File: src/hdl/motor_status_consts.svh
// Purpose: offsets, codes, field positions and scaling for the status snapshot
// Assumes: 32-bit wishbone data, byte addresses, one word per register
// Notes:   definitions only
`ifndef MOTOR_STATUS_CONSTS_SVH
`define MOTOR_STATUS_CONSTS_SVH

// winding power state codes
`define PWR_UNKNOWN      8'h00
`define PWR_DISCONNECTED 8'h01
`define PWR_NOMINAL      8'h03
`define PWR_REDUCED      8'h04
`define PWR_MAXIMUM      8'h05
// current level select on the driver input
`define LVL_NOMINAL      2'h0
`define LVL_REDUCED      2'h1
`define LVL_MAXIMUM      2'h2

// encoder health codes
`define ENC_MISSING      8'h00
`define ENC_UNDETERMINED 8'h01
`define ENC_FAULTY       8'h02
`define ENC_REVERSED     8'h03
`define ENC_HEALTHY      8'h04

// winding health nibble codes, coil a low nibble, coil b upper nibble
`define COIL_ABSENT      4'h0
`define COIL_UNKNOWN     4'h1
`define COIL_SHORTED     4'h2
`define COIL_HEALTHY     4'h3

// state flag word
`define FLAG_CONTR_MASK  32'h0000_003f
`define FLAG_CMD_ERR     32'h0000_0001
`define FLAG_INTEG_ERR   32'h0000_0002
`define FLAG_VALUE_ERR   32'h0000_0004
`define FLAG_MEM_PRESENT 32'h0000_0010

// scaling: millivolts per reported count, temperature input fraction bits
`define MV_PER_COUNT     19'h0_000a
`define TENTHS_PER_DEG   20'h0_000a
`define TEMP_FRAC_BITS   4

// register byte offsets
`define OFS_CTRL         8'h00
`define OFS_CODES        8'h04
`define OFS_POSITION     8'h08
`define OFS_POS_FRAC     8'h0c
`define OFS_ENC_LO       8'h10
`define OFS_ENC_HI       8'h14
`define OFS_SPEED        8'h18
`define OFS_SPEED_FRAC   8'h1c
`define OFS_SUPPLY_V     8'h20
`define OFS_USB_V        8'h24
`define OFS_TEMP         8'h28
`define OFS_FLAGS        8'h2c
`define OFS_IRQ_STATUS   8'h30
`define OFS_IRQ_CLEAR    8'h34
`define OFS_IRQ_ENABLE   8'h38
`define OFS_SNAP_COUNT   8'h3c

// control register fields and reset
`define CTRL_CAPTURE_BIT 0
`define CTRL_AUTO_BIT    1
`define CTRL_RESET       2'h0

// interrupt sources
`define IRQ_COUNT        4
`define IRQ_CMD_BIT      0
`define IRQ_INTEG_BIT    1
`define IRQ_VALUE_BIT    2
`define IRQ_SNAP_BIT     3

`endif

File: src/hdl/motor_status_pkg.sv
// Purpose: shared types of the status snapshot block
// Assumes: nothing
// Notes:   constants live in motor_status_consts.svh
package motor_status_pkg;

	typedef logic [7:0]  code_t;
	typedef logic [3:0]  irq_vec_t;
	typedef logic [31:0] word_t;

endpackage : motor_status_pkg

File: src/hdl/snap_if.sv
// Purpose: carries one captured status snapshot between blocks
// Assumes: single clock domain
// Notes:   producer writes all fields together
`timescale 1ns/1ps
interface snap_if;
	motor_status_pkg::code_t power;
	motor_status_pkg::code_t encoder;
	motor_status_pkg::code_t winding;
	logic [31:0]             position;
	logic [15:0]             pos_frac;
	logic [63:0]             enc_pos;
	logic [31:0]             speed;
	logic [15:0]             speed_frac;
	logic [15:0]             supply;
	logic [15:0]             usb;
	logic [15:0]             temp;
	logic [31:0]             flags;
	logic                    done;

	modport producer (output power, encoder, winding, position, pos_frac, enc_pos,
		speed, speed_frac, supply, usb, temp, flags, done);
	modport consumer (input power, encoder, winding, position, pos_frac, enc_pos,
		speed, speed_frac, supply, usb, temp, flags, done);
endinterface : snap_if

File: src/hdl/error_flag_bank.sv
// Purpose: sticky error flags and the interrupt status, enable and line
// Assumes: event inputs are one-cycle pulses
// Notes:   a set in the clear cycle wins
`timescale 1ns/1ps
`include "motor_status_consts.svh"
module error_flag_bank (
	// clock and reset
	input  wire logic                     clk_i,
	input  wire logic                     rstn_i,
	// events
	input  wire motor_status_pkg::irq_vec_t event_i,
	// software access
	input  wire logic                     clear_wr_i,
	input  wire logic                     enable_wr_i,
	input  wire motor_status_pkg::irq_vec_t wdata_i,
	// state out
	output motor_status_pkg::irq_vec_t    sticky_o,
	output motor_status_pkg::irq_vec_t    status_o,
	output motor_status_pkg::irq_vec_t    enable_o,
	output logic                          irq_o
);

	// per-source flags
	for (genvar i = 0; i < `IRQ_COUNT; i++) begin : g_src
		always_ff @(posedge clk_i or negedge rstn_i) begin
			if (!rstn_i) begin
				sticky_o[i] <= 1'b0;
			end else if (event_i[i]) begin
				sticky_o[i] <= 1'b1;
			end
		end
		// interrupt status, set beats clear
		always_ff @(posedge clk_i or negedge rstn_i) begin
			if (!rstn_i) begin
				status_o[i] <= 1'b0;
			end else if (event_i[i]) begin
				status_o[i] <= 1'b1;
			end else if (clear_wr_i && wdata_i[i]) begin
				status_o[i] <= 1'b0;
			end
		end
	end

	// enable register
	always_ff @(posedge clk_i or negedge rstn_i) begin
		if (!rstn_i) begin
			enable_o <= 4'h0;
		end else if (enable_wr_i) begin
			enable_o <= wdata_i;
		end
	end

	// level interrupt line
	always_ff @(posedge clk_i or negedge rstn_i) begin
		if (!rstn_i) begin
			irq_o <= 1'b0;
		end else begin
			irq_o <= |(status_o & enable_o);
		end
	end

endmodule : error_flag_bank

File: src/hdl/motor_status_snapshot.sv
// Purpose: motor controller status snapshot behind a classic wishbone slave
// Assumes: all status inputs synchronous to clk_i; error inputs are pulses
// Notes:   ack one cycle after the request; status field reads return the last snapshot
//          auto capture pauses while a bus cycle is open
//
// The address map and the Wishbone interface to the registers are this design's own decisions.
`timescale 1ns/1ps
`include "motor_status_consts.svh"
module motor_status_snapshot (
	// clock and reset
	input  wire logic        clk_i,
	input  wire logic        rstn_i,
	// wishbone slave
	input  wire logic        wb_cyc_i,
	input  wire logic        wb_stb_i,
	input  wire logic        wb_we_i,
	input  wire logic [7:0]  wb_adr_i,
	input  wire logic [3:0]  wb_sel_i,
	input  wire logic [31:0] wb_dat_i,
	output logic      [31:0] wb_dat_o,
	output logic             wb_ack_o,
	// interrupt
	output logic             irq_o,
	// winding power
	input  wire logic        drv_connected_i,
	input  wire logic [1:0]  current_level_i,
	// encoder
	input  wire logic        enc_present_i,
	input  wire logic        enc_known_i,
	input  wire logic        enc_fault_i,
	input  wire logic        enc_reversed_i,
	// windings
	input  wire logic        coil_a_present_i,
	input  wire logic        coil_a_known_i,
	input  wire logic        coil_a_short_i,
	input  wire logic        coil_b_present_i,
	input  wire logic        coil_b_known_i,
	input  wire logic        coil_b_short_i,
	// motion
	input  wire logic [31:0] whole_step_position_i,
	input  wire logic [15:0] fractional_position_i,
	input  wire logic [63:0] encoder_count_position_i,
	input  wire logic [31:0] shaft_speed_i,
	input  wire logic [15:0] fractional_speed_i,
	// measurements
	input  wire logic [18:0] supply_mv_i,
	input  wire logic [18:0] usb_mv_i,
	input  wire logic [15:0] temperature_raw_i,
	// controller conditions
	input  wire logic        command_error_i,
	input  wire logic        integrity_error_i,
	input  wire logic        value_error_i,
	input  wire logic        settings_mem_present_i
);

	snap_if snap ();

	motor_status_pkg::code_t    winding_power_state;
	motor_status_pkg::code_t    encoder_health;
	motor_status_pkg::code_t    winding_health;
	logic                [3:0]  first_coil_code;
	logic                [3:0]  second_coil_code;
	motor_status_pkg::word_t    live_flags;
	motor_status_pkg::irq_vec_t events;
	motor_status_pkg::irq_vec_t sticky;
	motor_status_pkg::irq_vec_t irq_status;
	motor_status_pkg::irq_vec_t irq_enable;
	logic                [1:0]  ctrl_reg;
	logic                [31:0] snap_count_reg;
	logic                [31:0] rdata_next;
	logic                       bus_req;
	logic                       bus_wr;
	logic                       capture;
	logic                       capture_cmd;
	logic                       capture_auto;
	logic                       ctrl_wr;
	logic                       clear_wr;
	logic                       enable_wr;

	// a held request is not taken again while its ack stands
	assign bus_req   = wb_cyc_i && wb_stb_i && !wb_ack_o;
	assign bus_wr    = bus_req && wb_we_i && wb_sel_i[0];

	// write strobes per register, lane 0 carries every writable bit
	assign ctrl_wr   = bus_wr && (wb_adr_i == `OFS_CTRL);
	assign clear_wr  = bus_wr && (wb_adr_i == `OFS_IRQ_CLEAR);
	assign enable_wr = bus_wr && (wb_adr_i == `OFS_IRQ_ENABLE);

	// capture on a control write with the capture bit set
	assign capture_cmd  = ctrl_wr && wb_dat_i[`CTRL_CAPTURE_BIT];

	// auto mode waits for an idle bus, so a read never sees fields move
	assign capture_auto = ctrl_reg[`CTRL_AUTO_BIT] && !wb_cyc_i;

	// either source latches every field together
	assign capture      = capture_cmd || capture_auto;

	// winding power state
	always_comb begin
		if (!drv_connected_i) begin
			winding_power_state = `PWR_DISCONNECTED;
		end else begin
			unique case (current_level_i)
				`LVL_NOMINAL: winding_power_state = `PWR_NOMINAL;
				`LVL_REDUCED: winding_power_state = `PWR_REDUCED;
				`LVL_MAXIMUM: winding_power_state = `PWR_MAXIMUM;
				default:      winding_power_state = `PWR_UNKNOWN;
			endcase
		end
	end

	// encoder health
	always_comb begin
		if (!enc_present_i) begin
			encoder_health = `ENC_MISSING;
		end else if (!enc_known_i) begin
			encoder_health = `ENC_UNDETERMINED;
		end else if (enc_fault_i) begin
			encoder_health = `ENC_FAULTY;
		end else if (enc_reversed_i) begin
			encoder_health = `ENC_REVERSED;
		end else begin
			encoder_health = `ENC_HEALTHY;
		end
	end

	always_comb begin
		if (!coil_a_known_i) begin
			first_coil_code = `COIL_UNKNOWN;
		end else if (!coil_a_present_i) begin
			first_coil_code = `COIL_ABSENT;
		end else if (coil_a_short_i) begin
			first_coil_code = `COIL_SHORTED;
		end else begin
			first_coil_code = `COIL_HEALTHY;
		end
	end

	always_comb begin
		if (!coil_b_known_i) begin
			second_coil_code = `COIL_UNKNOWN;
		end else if (!coil_b_present_i) begin
			second_coil_code = `COIL_ABSENT;
		end else if (coil_b_short_i) begin
			second_coil_code = `COIL_SHORTED;
		end else begin
			second_coil_code = `COIL_HEALTHY;
		end
	end

	assign winding_health = {second_coil_code, first_coil_code};

	// error events and snapshot completion
	assign events = {snap.done, value_error_i, integrity_error_i, command_error_i};

	always_comb begin
		live_flags = 32'h0000_0000;
		if (sticky[`IRQ_CMD_BIT]) begin
			live_flags = live_flags | `FLAG_CMD_ERR;
		end
		if (sticky[`IRQ_INTEG_BIT]) begin
			live_flags = live_flags | `FLAG_INTEG_ERR;
		end
		if (sticky[`IRQ_VALUE_BIT]) begin
			live_flags = live_flags | `FLAG_VALUE_ERR;
		end
		if (settings_mem_present_i) begin
			live_flags = live_flags | `FLAG_MEM_PRESENT;
		end
		live_flags = live_flags & `FLAG_CONTR_MASK;
	end

	// snapshot latch
	// one shared capture strobe
	snapshot_capture u_capture (
		.clk_i        (clk_i),
		.rstn_i       (rstn_i),
		.capture_i    (capture),
		.power_code_i (winding_power_state),
		.enc_code_i   (encoder_health),
		.wind_code_i  (winding_health),
		.position_i   (whole_step_position_i),
		.pos_frac_i   (fractional_position_i),
		.enc_pos_i    (encoder_count_position_i),
		.speed_i      (shaft_speed_i),
		.speed_frac_i (fractional_speed_i),
		.supply_mv_i  (supply_mv_i),
		.usb_mv_i     (usb_mv_i),
		.temp_raw_i   (temperature_raw_i),
		.flags_i      (live_flags),
		.snap         (snap.producer)
	);

	// sticky flags and interrupt line
	// sticky until reset
	error_flag_bank u_flags (
		.clk_i       (clk_i),
		.rstn_i      (rstn_i),
		.event_i     (events),
		.clear_wr_i  (clear_wr),
		.enable_wr_i (enable_wr),
		.wdata_i     (wb_dat_i[3:0]),
		.sticky_o    (sticky),
		.status_o    (irq_status),
		.enable_o    (irq_enable),
		.irq_o       (irq_o)
	);

	// control register
	always_ff @(posedge clk_i or negedge rstn_i) begin
		if (!rstn_i) begin
			ctrl_reg <= `CTRL_RESET;
		end else if (ctrl_wr) begin
			ctrl_reg <= {wb_dat_i[`CTRL_AUTO_BIT], 1'b0};
		end
	end

	// snapshot counter
	always_ff @(posedge clk_i or negedge rstn_i) begin
		if (!rstn_i) begin
			snap_count_reg <= 32'h0000_0000;
		end else if (snap.done) begin
			snap_count_reg <= snap_count_reg + 32'h0000_0001;
		end
	end

	// read data select, unmapped reads zero
	always_comb begin
		unique case (wb_adr_i)
			`OFS_CTRL:       rdata_next = {30'h0000_0000, ctrl_reg};
			`OFS_CODES:      rdata_next = {8'h00, snap.winding, snap.encoder, snap.power};
			`OFS_POSITION:   rdata_next = snap.position;
			`OFS_POS_FRAC:   rdata_next = {{16{snap.pos_frac[15]}}, snap.pos_frac};
			`OFS_ENC_LO:     rdata_next = snap.enc_pos[31:0];
			`OFS_ENC_HI:     rdata_next = snap.enc_pos[63:32];
			`OFS_SPEED:      rdata_next = snap.speed;
			`OFS_SPEED_FRAC: rdata_next = {{16{snap.speed_frac[15]}}, snap.speed_frac};
			`OFS_SUPPLY_V:   rdata_next = {16'h0000, snap.supply};
			`OFS_USB_V:      rdata_next = {16'h0000, snap.usb};
			`OFS_TEMP:       rdata_next = {{16{snap.temp[15]}}, snap.temp};
			`OFS_FLAGS:      rdata_next = snap.flags;
			`OFS_IRQ_STATUS: rdata_next = {28'h000_0000, irq_status};
			`OFS_IRQ_ENABLE: rdata_next = {28'h000_0000, irq_enable};
			`OFS_SNAP_COUNT: rdata_next = snap_count_reg;
			default:         rdata_next = 32'h0000_0000;
		endcase
	end

	// registered read data
	always_ff @(posedge clk_i or negedge rstn_i) begin
		if (!rstn_i) begin
			wb_dat_o <= 32'h0000_0000;
		end else if (bus_req && !wb_we_i) begin
			wb_dat_o <= rdata_next;
		end
	end

	// ack one cycle after the request, dropped the next cycle
	always_ff @(posedge clk_i or negedge rstn_i) begin
		if (!rstn_i) begin
			wb_ack_o <= 1'b0;
		end else begin
			wb_ack_o <= bus_req;
		end
	end

endmodule : motor_status_snapshot

File: src/hdl/snapshot_capture.sv
// Purpose: scales live readings, latches them with the encoded codes on one edge
// Assumes: inputs synchronous to clk_i
// Notes:   done pulses one cycle after each capture
`timescale 1ns/1ps
`include "motor_status_consts.svh"
module snapshot_capture (
	// clock and reset
	input  wire logic         clk_i,
	input  wire logic         rstn_i,
	// capture request
	input  wire logic         capture_i,
	// encoded codes and live values
	input  wire logic [7:0]   power_code_i,
	input  wire logic [7:0]   enc_code_i,
	input  wire logic [7:0]   wind_code_i,
	input  wire logic [31:0]  position_i,
	input  wire logic [15:0]  pos_frac_i,
	input  wire logic [63:0]  enc_pos_i,
	input  wire logic [31:0]  speed_i,
	input  wire logic [15:0]  speed_frac_i,
	input  wire logic [18:0]  supply_mv_i,
	input  wire logic [18:0]  usb_mv_i,
	input  wire logic [15:0]  temp_raw_i,
	input  wire logic [31:0]  flags_i,
	// snapshot out
	snap_if.producer          snap
);

	logic signed [19:0] temp_x10;

	// temperature to tenths of a degree
	assign temp_x10 = 20'(signed'(temp_raw_i)) * signed'(`TENTHS_PER_DEG);

	always_ff @(posedge clk_i or negedge rstn_i) begin
		if (!rstn_i) begin
			snap.power      <= `PWR_UNKNOWN;
			snap.encoder    <= `ENC_MISSING;
			snap.winding    <= 8'h00;
			snap.position   <= 32'h0000_0000;
			snap.pos_frac   <= 16'h0000;
			snap.enc_pos    <= 64'h0000_0000_0000_0000;
			snap.speed      <= 32'h0000_0000;
			snap.speed_frac <= 16'h0000;
			snap.supply     <= 16'h0000;
			snap.usb        <= 16'h0000;
			snap.temp       <= 16'h0000;
			snap.flags      <= 32'h0000_0000;
		end else if (capture_i) begin
			snap.power      <= power_code_i;
			snap.encoder    <= enc_code_i;
			snap.winding    <= wind_code_i;
			snap.position   <= position_i;
			snap.pos_frac   <= pos_frac_i;
			snap.enc_pos    <= enc_pos_i;
			snap.speed      <= speed_i;
			snap.speed_frac <= speed_frac_i;
			snap.supply     <= 16'(supply_mv_i / `MV_PER_COUNT);
			snap.usb        <= 16'(usb_mv_i / `MV_PER_COUNT);
			snap.temp       <= temp_x10[19:`TEMP_FRAC_BITS];
			snap.flags      <= flags_i;
		end
	end

	// completion pulse
	always_ff @(posedge clk_i or negedge rstn_i) begin
		if (!rstn_i) begin
			snap.done <= 1'b0;
		end else begin
			snap.done <= capture_i;
		end
	end

endmodule : snapshot_capture

File: config.mk
export PLATFORM = sky130hd
export DESIGN_NAME = motor_status_snapshot
export DESIGN_NICKNAME = d
export VERILOG_FILES = /design/src/hdl/motor_status_pkg.sv /design/src/hdl/snap_if.sv /design/src/hdl/error_flag_bank.sv /design/src/hdl/motor_status_snapshot.sv /design/src/hdl/snapshot_capture.sv
export VERILOG_INCLUDE_DIRS = /design/src /design/src/hdl
export SDC_FILE = /design/constraint.sdc
export NUM_CORES = 1
export LEC_CHECK = 0
export ABC_AREA = 1
export BUFFER_PORTS_ARGS = -buffer_cell sky130_fd_sc_hd__buf_2
export CAP_MARGIN = 25
export CORE_MARGIN = 3
export CORE_UTILIZATION = 56
export CTS_CLUSTER_DIAMETER = 100
export DETAILED_ROUTE_END_ITERATION = 7
export GPL_TIMING_DRIVEN = 0
export PLACE_DENSITY = 0.8
export SYNTH_ARGS = -nofsm -noshare
export SYNTH_HDL_FRONTEND = slang
export SYNTH_SLANG_ARGS = --single-unit
export TNS_END_PERCENT = 20
File: constraint.sdc
create_clock -name clk_i -period 3.77 [get_ports clk_i]
set_input_delay 0 -clock clk_i [delete_from_list [all_inputs] [get_ports clk_i]]
set_output_delay 0 -clock clk_i [all_outputs]
set_load 0.01 [all_outputs]
==> reports/metrics.csv <==
metric,value,unit
status,finished with violations,
violations,"DRC, hold timing, setup timing",
hold_slack,-5.46,ps
ys.flop_type,dfrtp_1,
instances_no_fill,3201,
yosysSeqAreaShare,0.458,
syn_area,16500,um^2
layout_common_cells,"nand2_1 (540), dfrtp_1 (301), inv_1 (279), buf_2 (274), dlygate4sd3_1 (215)",
critPathKind,in2reg,
yosys.area_share.adder,0.0248,
port_buffers,280,
clkTransAtPathRegs,70,ps
end_kind,register,
min_period,5890,ps
synthSimpleGateAreaFrac,0.259,
io_pins,314,
cap_violations,0,
via_per_inst,6.31,
syn2layout_area_growth,43.7,%
synth_compound_area_frac,0.143,
die_area,31500,um^2
wl_per_cell,23.6,um
cts.sinks,301,
reg2reg_slack,10,ps
cp.required,4270,ps
relSlewSlack,0.143,
synth-xor-area-share,0.0233,
dp_hpwl,42500,um
dp_cells,2823,
ant_nets,0,
cts_tree,done,
syn_area_per_cell,7.63,um^2
vdd_drop_max,1.07,mV
fp.dieH,177,um
clk_latency,580,ps
nNetsFinal,3102,
slew_viol_final,0,
fill_cells,1657,
grt_pass1_vias,19010,
synth_seq_cells,301,
worstSetupStartpointType,input pin,
synth_top_family_by_area,simple AND/OR/NAND/NOR gates,
async_flop_share,1.00,
max_slew.worst_pin.slew,1250,ps
synthMuxAreaShare,0,
leakagePower,0.0122,uW
mostFrequentLayoutCell,nand2_1,
max_freq,170,MHz
fin_crit_sh,1.56,
drive_gt1_frac,0.269,
worstPathMaxFanout,5,
cp_slowest_cell,o21ai_2,
grt_use_total,0.410,
yosysUniqueCellTypes,50,
cp.arrival,6390,ps
timing.final.ws_setup,-2120,ps
setup_viol,14,
drc,1,
initial_core_util,0.570,
initialDrtViolationCount,2625,
dr_total_vias,20207,
wl,75500,um
critPathMaxStageDelay,400,ps
cts_buffer_depth,3,
grt_first_pass_wirelength,99900,um
dr.pass1.iters,8,
cts_root_buf,clkbuf_16,
overflow,0,
yosys_warnings,0,
gp_congestion,0.958,
hold_viol_final,1,
synth_edf_count,0,
grt_setup_unrepaired,true,
pwr_density_cell,735,nW/um^2
rows,62,
grt_antenna_before_repair,2,
cts_buffers,30,
postSynthCellCount,2156,
syn_nets,2468,
crit_top_cell,nand2_4,
h-tree-depth,1,
largest_register_ffs,64,
placed_area,18500,um^2
coreArea,28900,um^2
hold_path.class,in2async,
die_w,177,um
fin_area,23700,um^2
fin_skew,22.0,ps
regMostFlops,u_capture.snap.enc_pos,
grt_max_degree,119,
## metal layers
metal  part of all wire  vias up  track usage
met3               0.12      647       0.0710
met5                  0        -            0
met4               0.10        0        0.282
met1               0.32     9418        0.481
met2               0.45     1884        0.685
li1                   -     8258            -
## cell families after synthesis
| kind of cell | count (synthesis) |
|---|---|
| adder cells (fa/ha/maj) | 32 |
| AND/OR/NAND/NOR | 976 |
| XOR/XNOR | 42 |
| flip-flops | 301 |
| buffers and inverters | 408 |
| AO/OA/AOI/OAI | 397 |
## through the flow
stage	TNS [ps]	power [uW]	utilization	worst slack (ps)
2_1_floorplan	-3940	7830	-	-815
3_3_place_gp	-872850	8750	0.637	-2890
3_5_place_dp	-13780	9050	0.639	-1960
4_1_cts	-5180	14200	0.787	-926
5_1_grt	-18800	17900	0.820	-2280
6_report	-17010	17400	0.820	-2120
## cell type report
cell class,instances,area (um^2),share of cell area
diodes,3,7.51,0.000317
clock inverters,19,268,0.0113
flip-flops and latches,301,7530,0.318
well taps,384,480,0.0203
multi-input cells,1447,8450,0.357
clock buffers,37,818,0.0346
plain buffers,70,264,0.0112
inverters,338,1320,0.0557
repair buffers,602,4510,0.191
## synthesized netlist by cell type, types with 2 or more instances
library cell,instances,area (um^2)
nand2_1,638,2390
o2111ai_1,5,43.8
dfrtp_1,301,7530
a21o_1,9,67.6
nand4_1,21,131
clkinv_1,3,11.3
a2111oi_0,4,35.0
o21ai_2,5,43.8
nor2_1,75,282
clkbuf_1,63,236
o22ai_1,63,394
xnor2_1,6,52.6
a221oi_1,28,245
o21ai_0,194,971
nor2_2,4,25.0
a21oi_1,26,130
nand2_4,9,101
o221ai_1,3,26.3
o21ai_1,20,100
nand3_2,12,120
or2_2,3,18.8
nor4_1,16,100
buf_1,6,22.5
xor2_1,35,307
nor3_1,14,70.1
a31oi_1,21,131
nand2_2,65,407
a21oi_2,2,17.5
o31ai_1,2,15.0
inv_1,297,1110
nand3_1,113,566
ha_1,31,388
inv_2,38,143
o21bai_1,8,60.1
## worst max-delay path: cells and delay by family
family                 cells  cell delay (ps)
buffers and inverters     15             1420
AOI/OAI and AO/OA          5              940
and+or+nand+nor           49             3980
## report_power, final
part	total (uW)	switching (uW)	leakage [uW]	internal, uW
logic	10300	6410	0.00817	3900
clock network	3350	1390	0.000515	1960
registers	3730	169	0.00355	3560
## worst paths after layout
check / end / startpoint / cells past startpoint
setup / recovery: u_capture.snap.supply[0] / supply_mv_i[18] / 69
hold / removal: u_capture.snap.enc_pos[26] / rstn_i / 2
setup reg to reg: u_capture.snap.usb[14] / wb_ack_o / 9
hold reg to reg: u_flags.sticky_o[2] / u_flags.sticky_o[2] / 1
max in group asynchronous: u_capture.snap.position[0] / rstn_i / 3
min in group clk_i: u_capture.snap.winding[4] / coil_b_short_i / 4
## what timing repair did
item / 4_1_cts / 5_1_grt
hold endpoints to repair: 290 / 0
resized for setup: 150 / 160
setup buffers: 68 / 33
pin swaps: 73 / 105
hold buffers: 215 / 0
endpoints found under the setup margin: 10 / 17
Power figures use the tool's default switching activity.
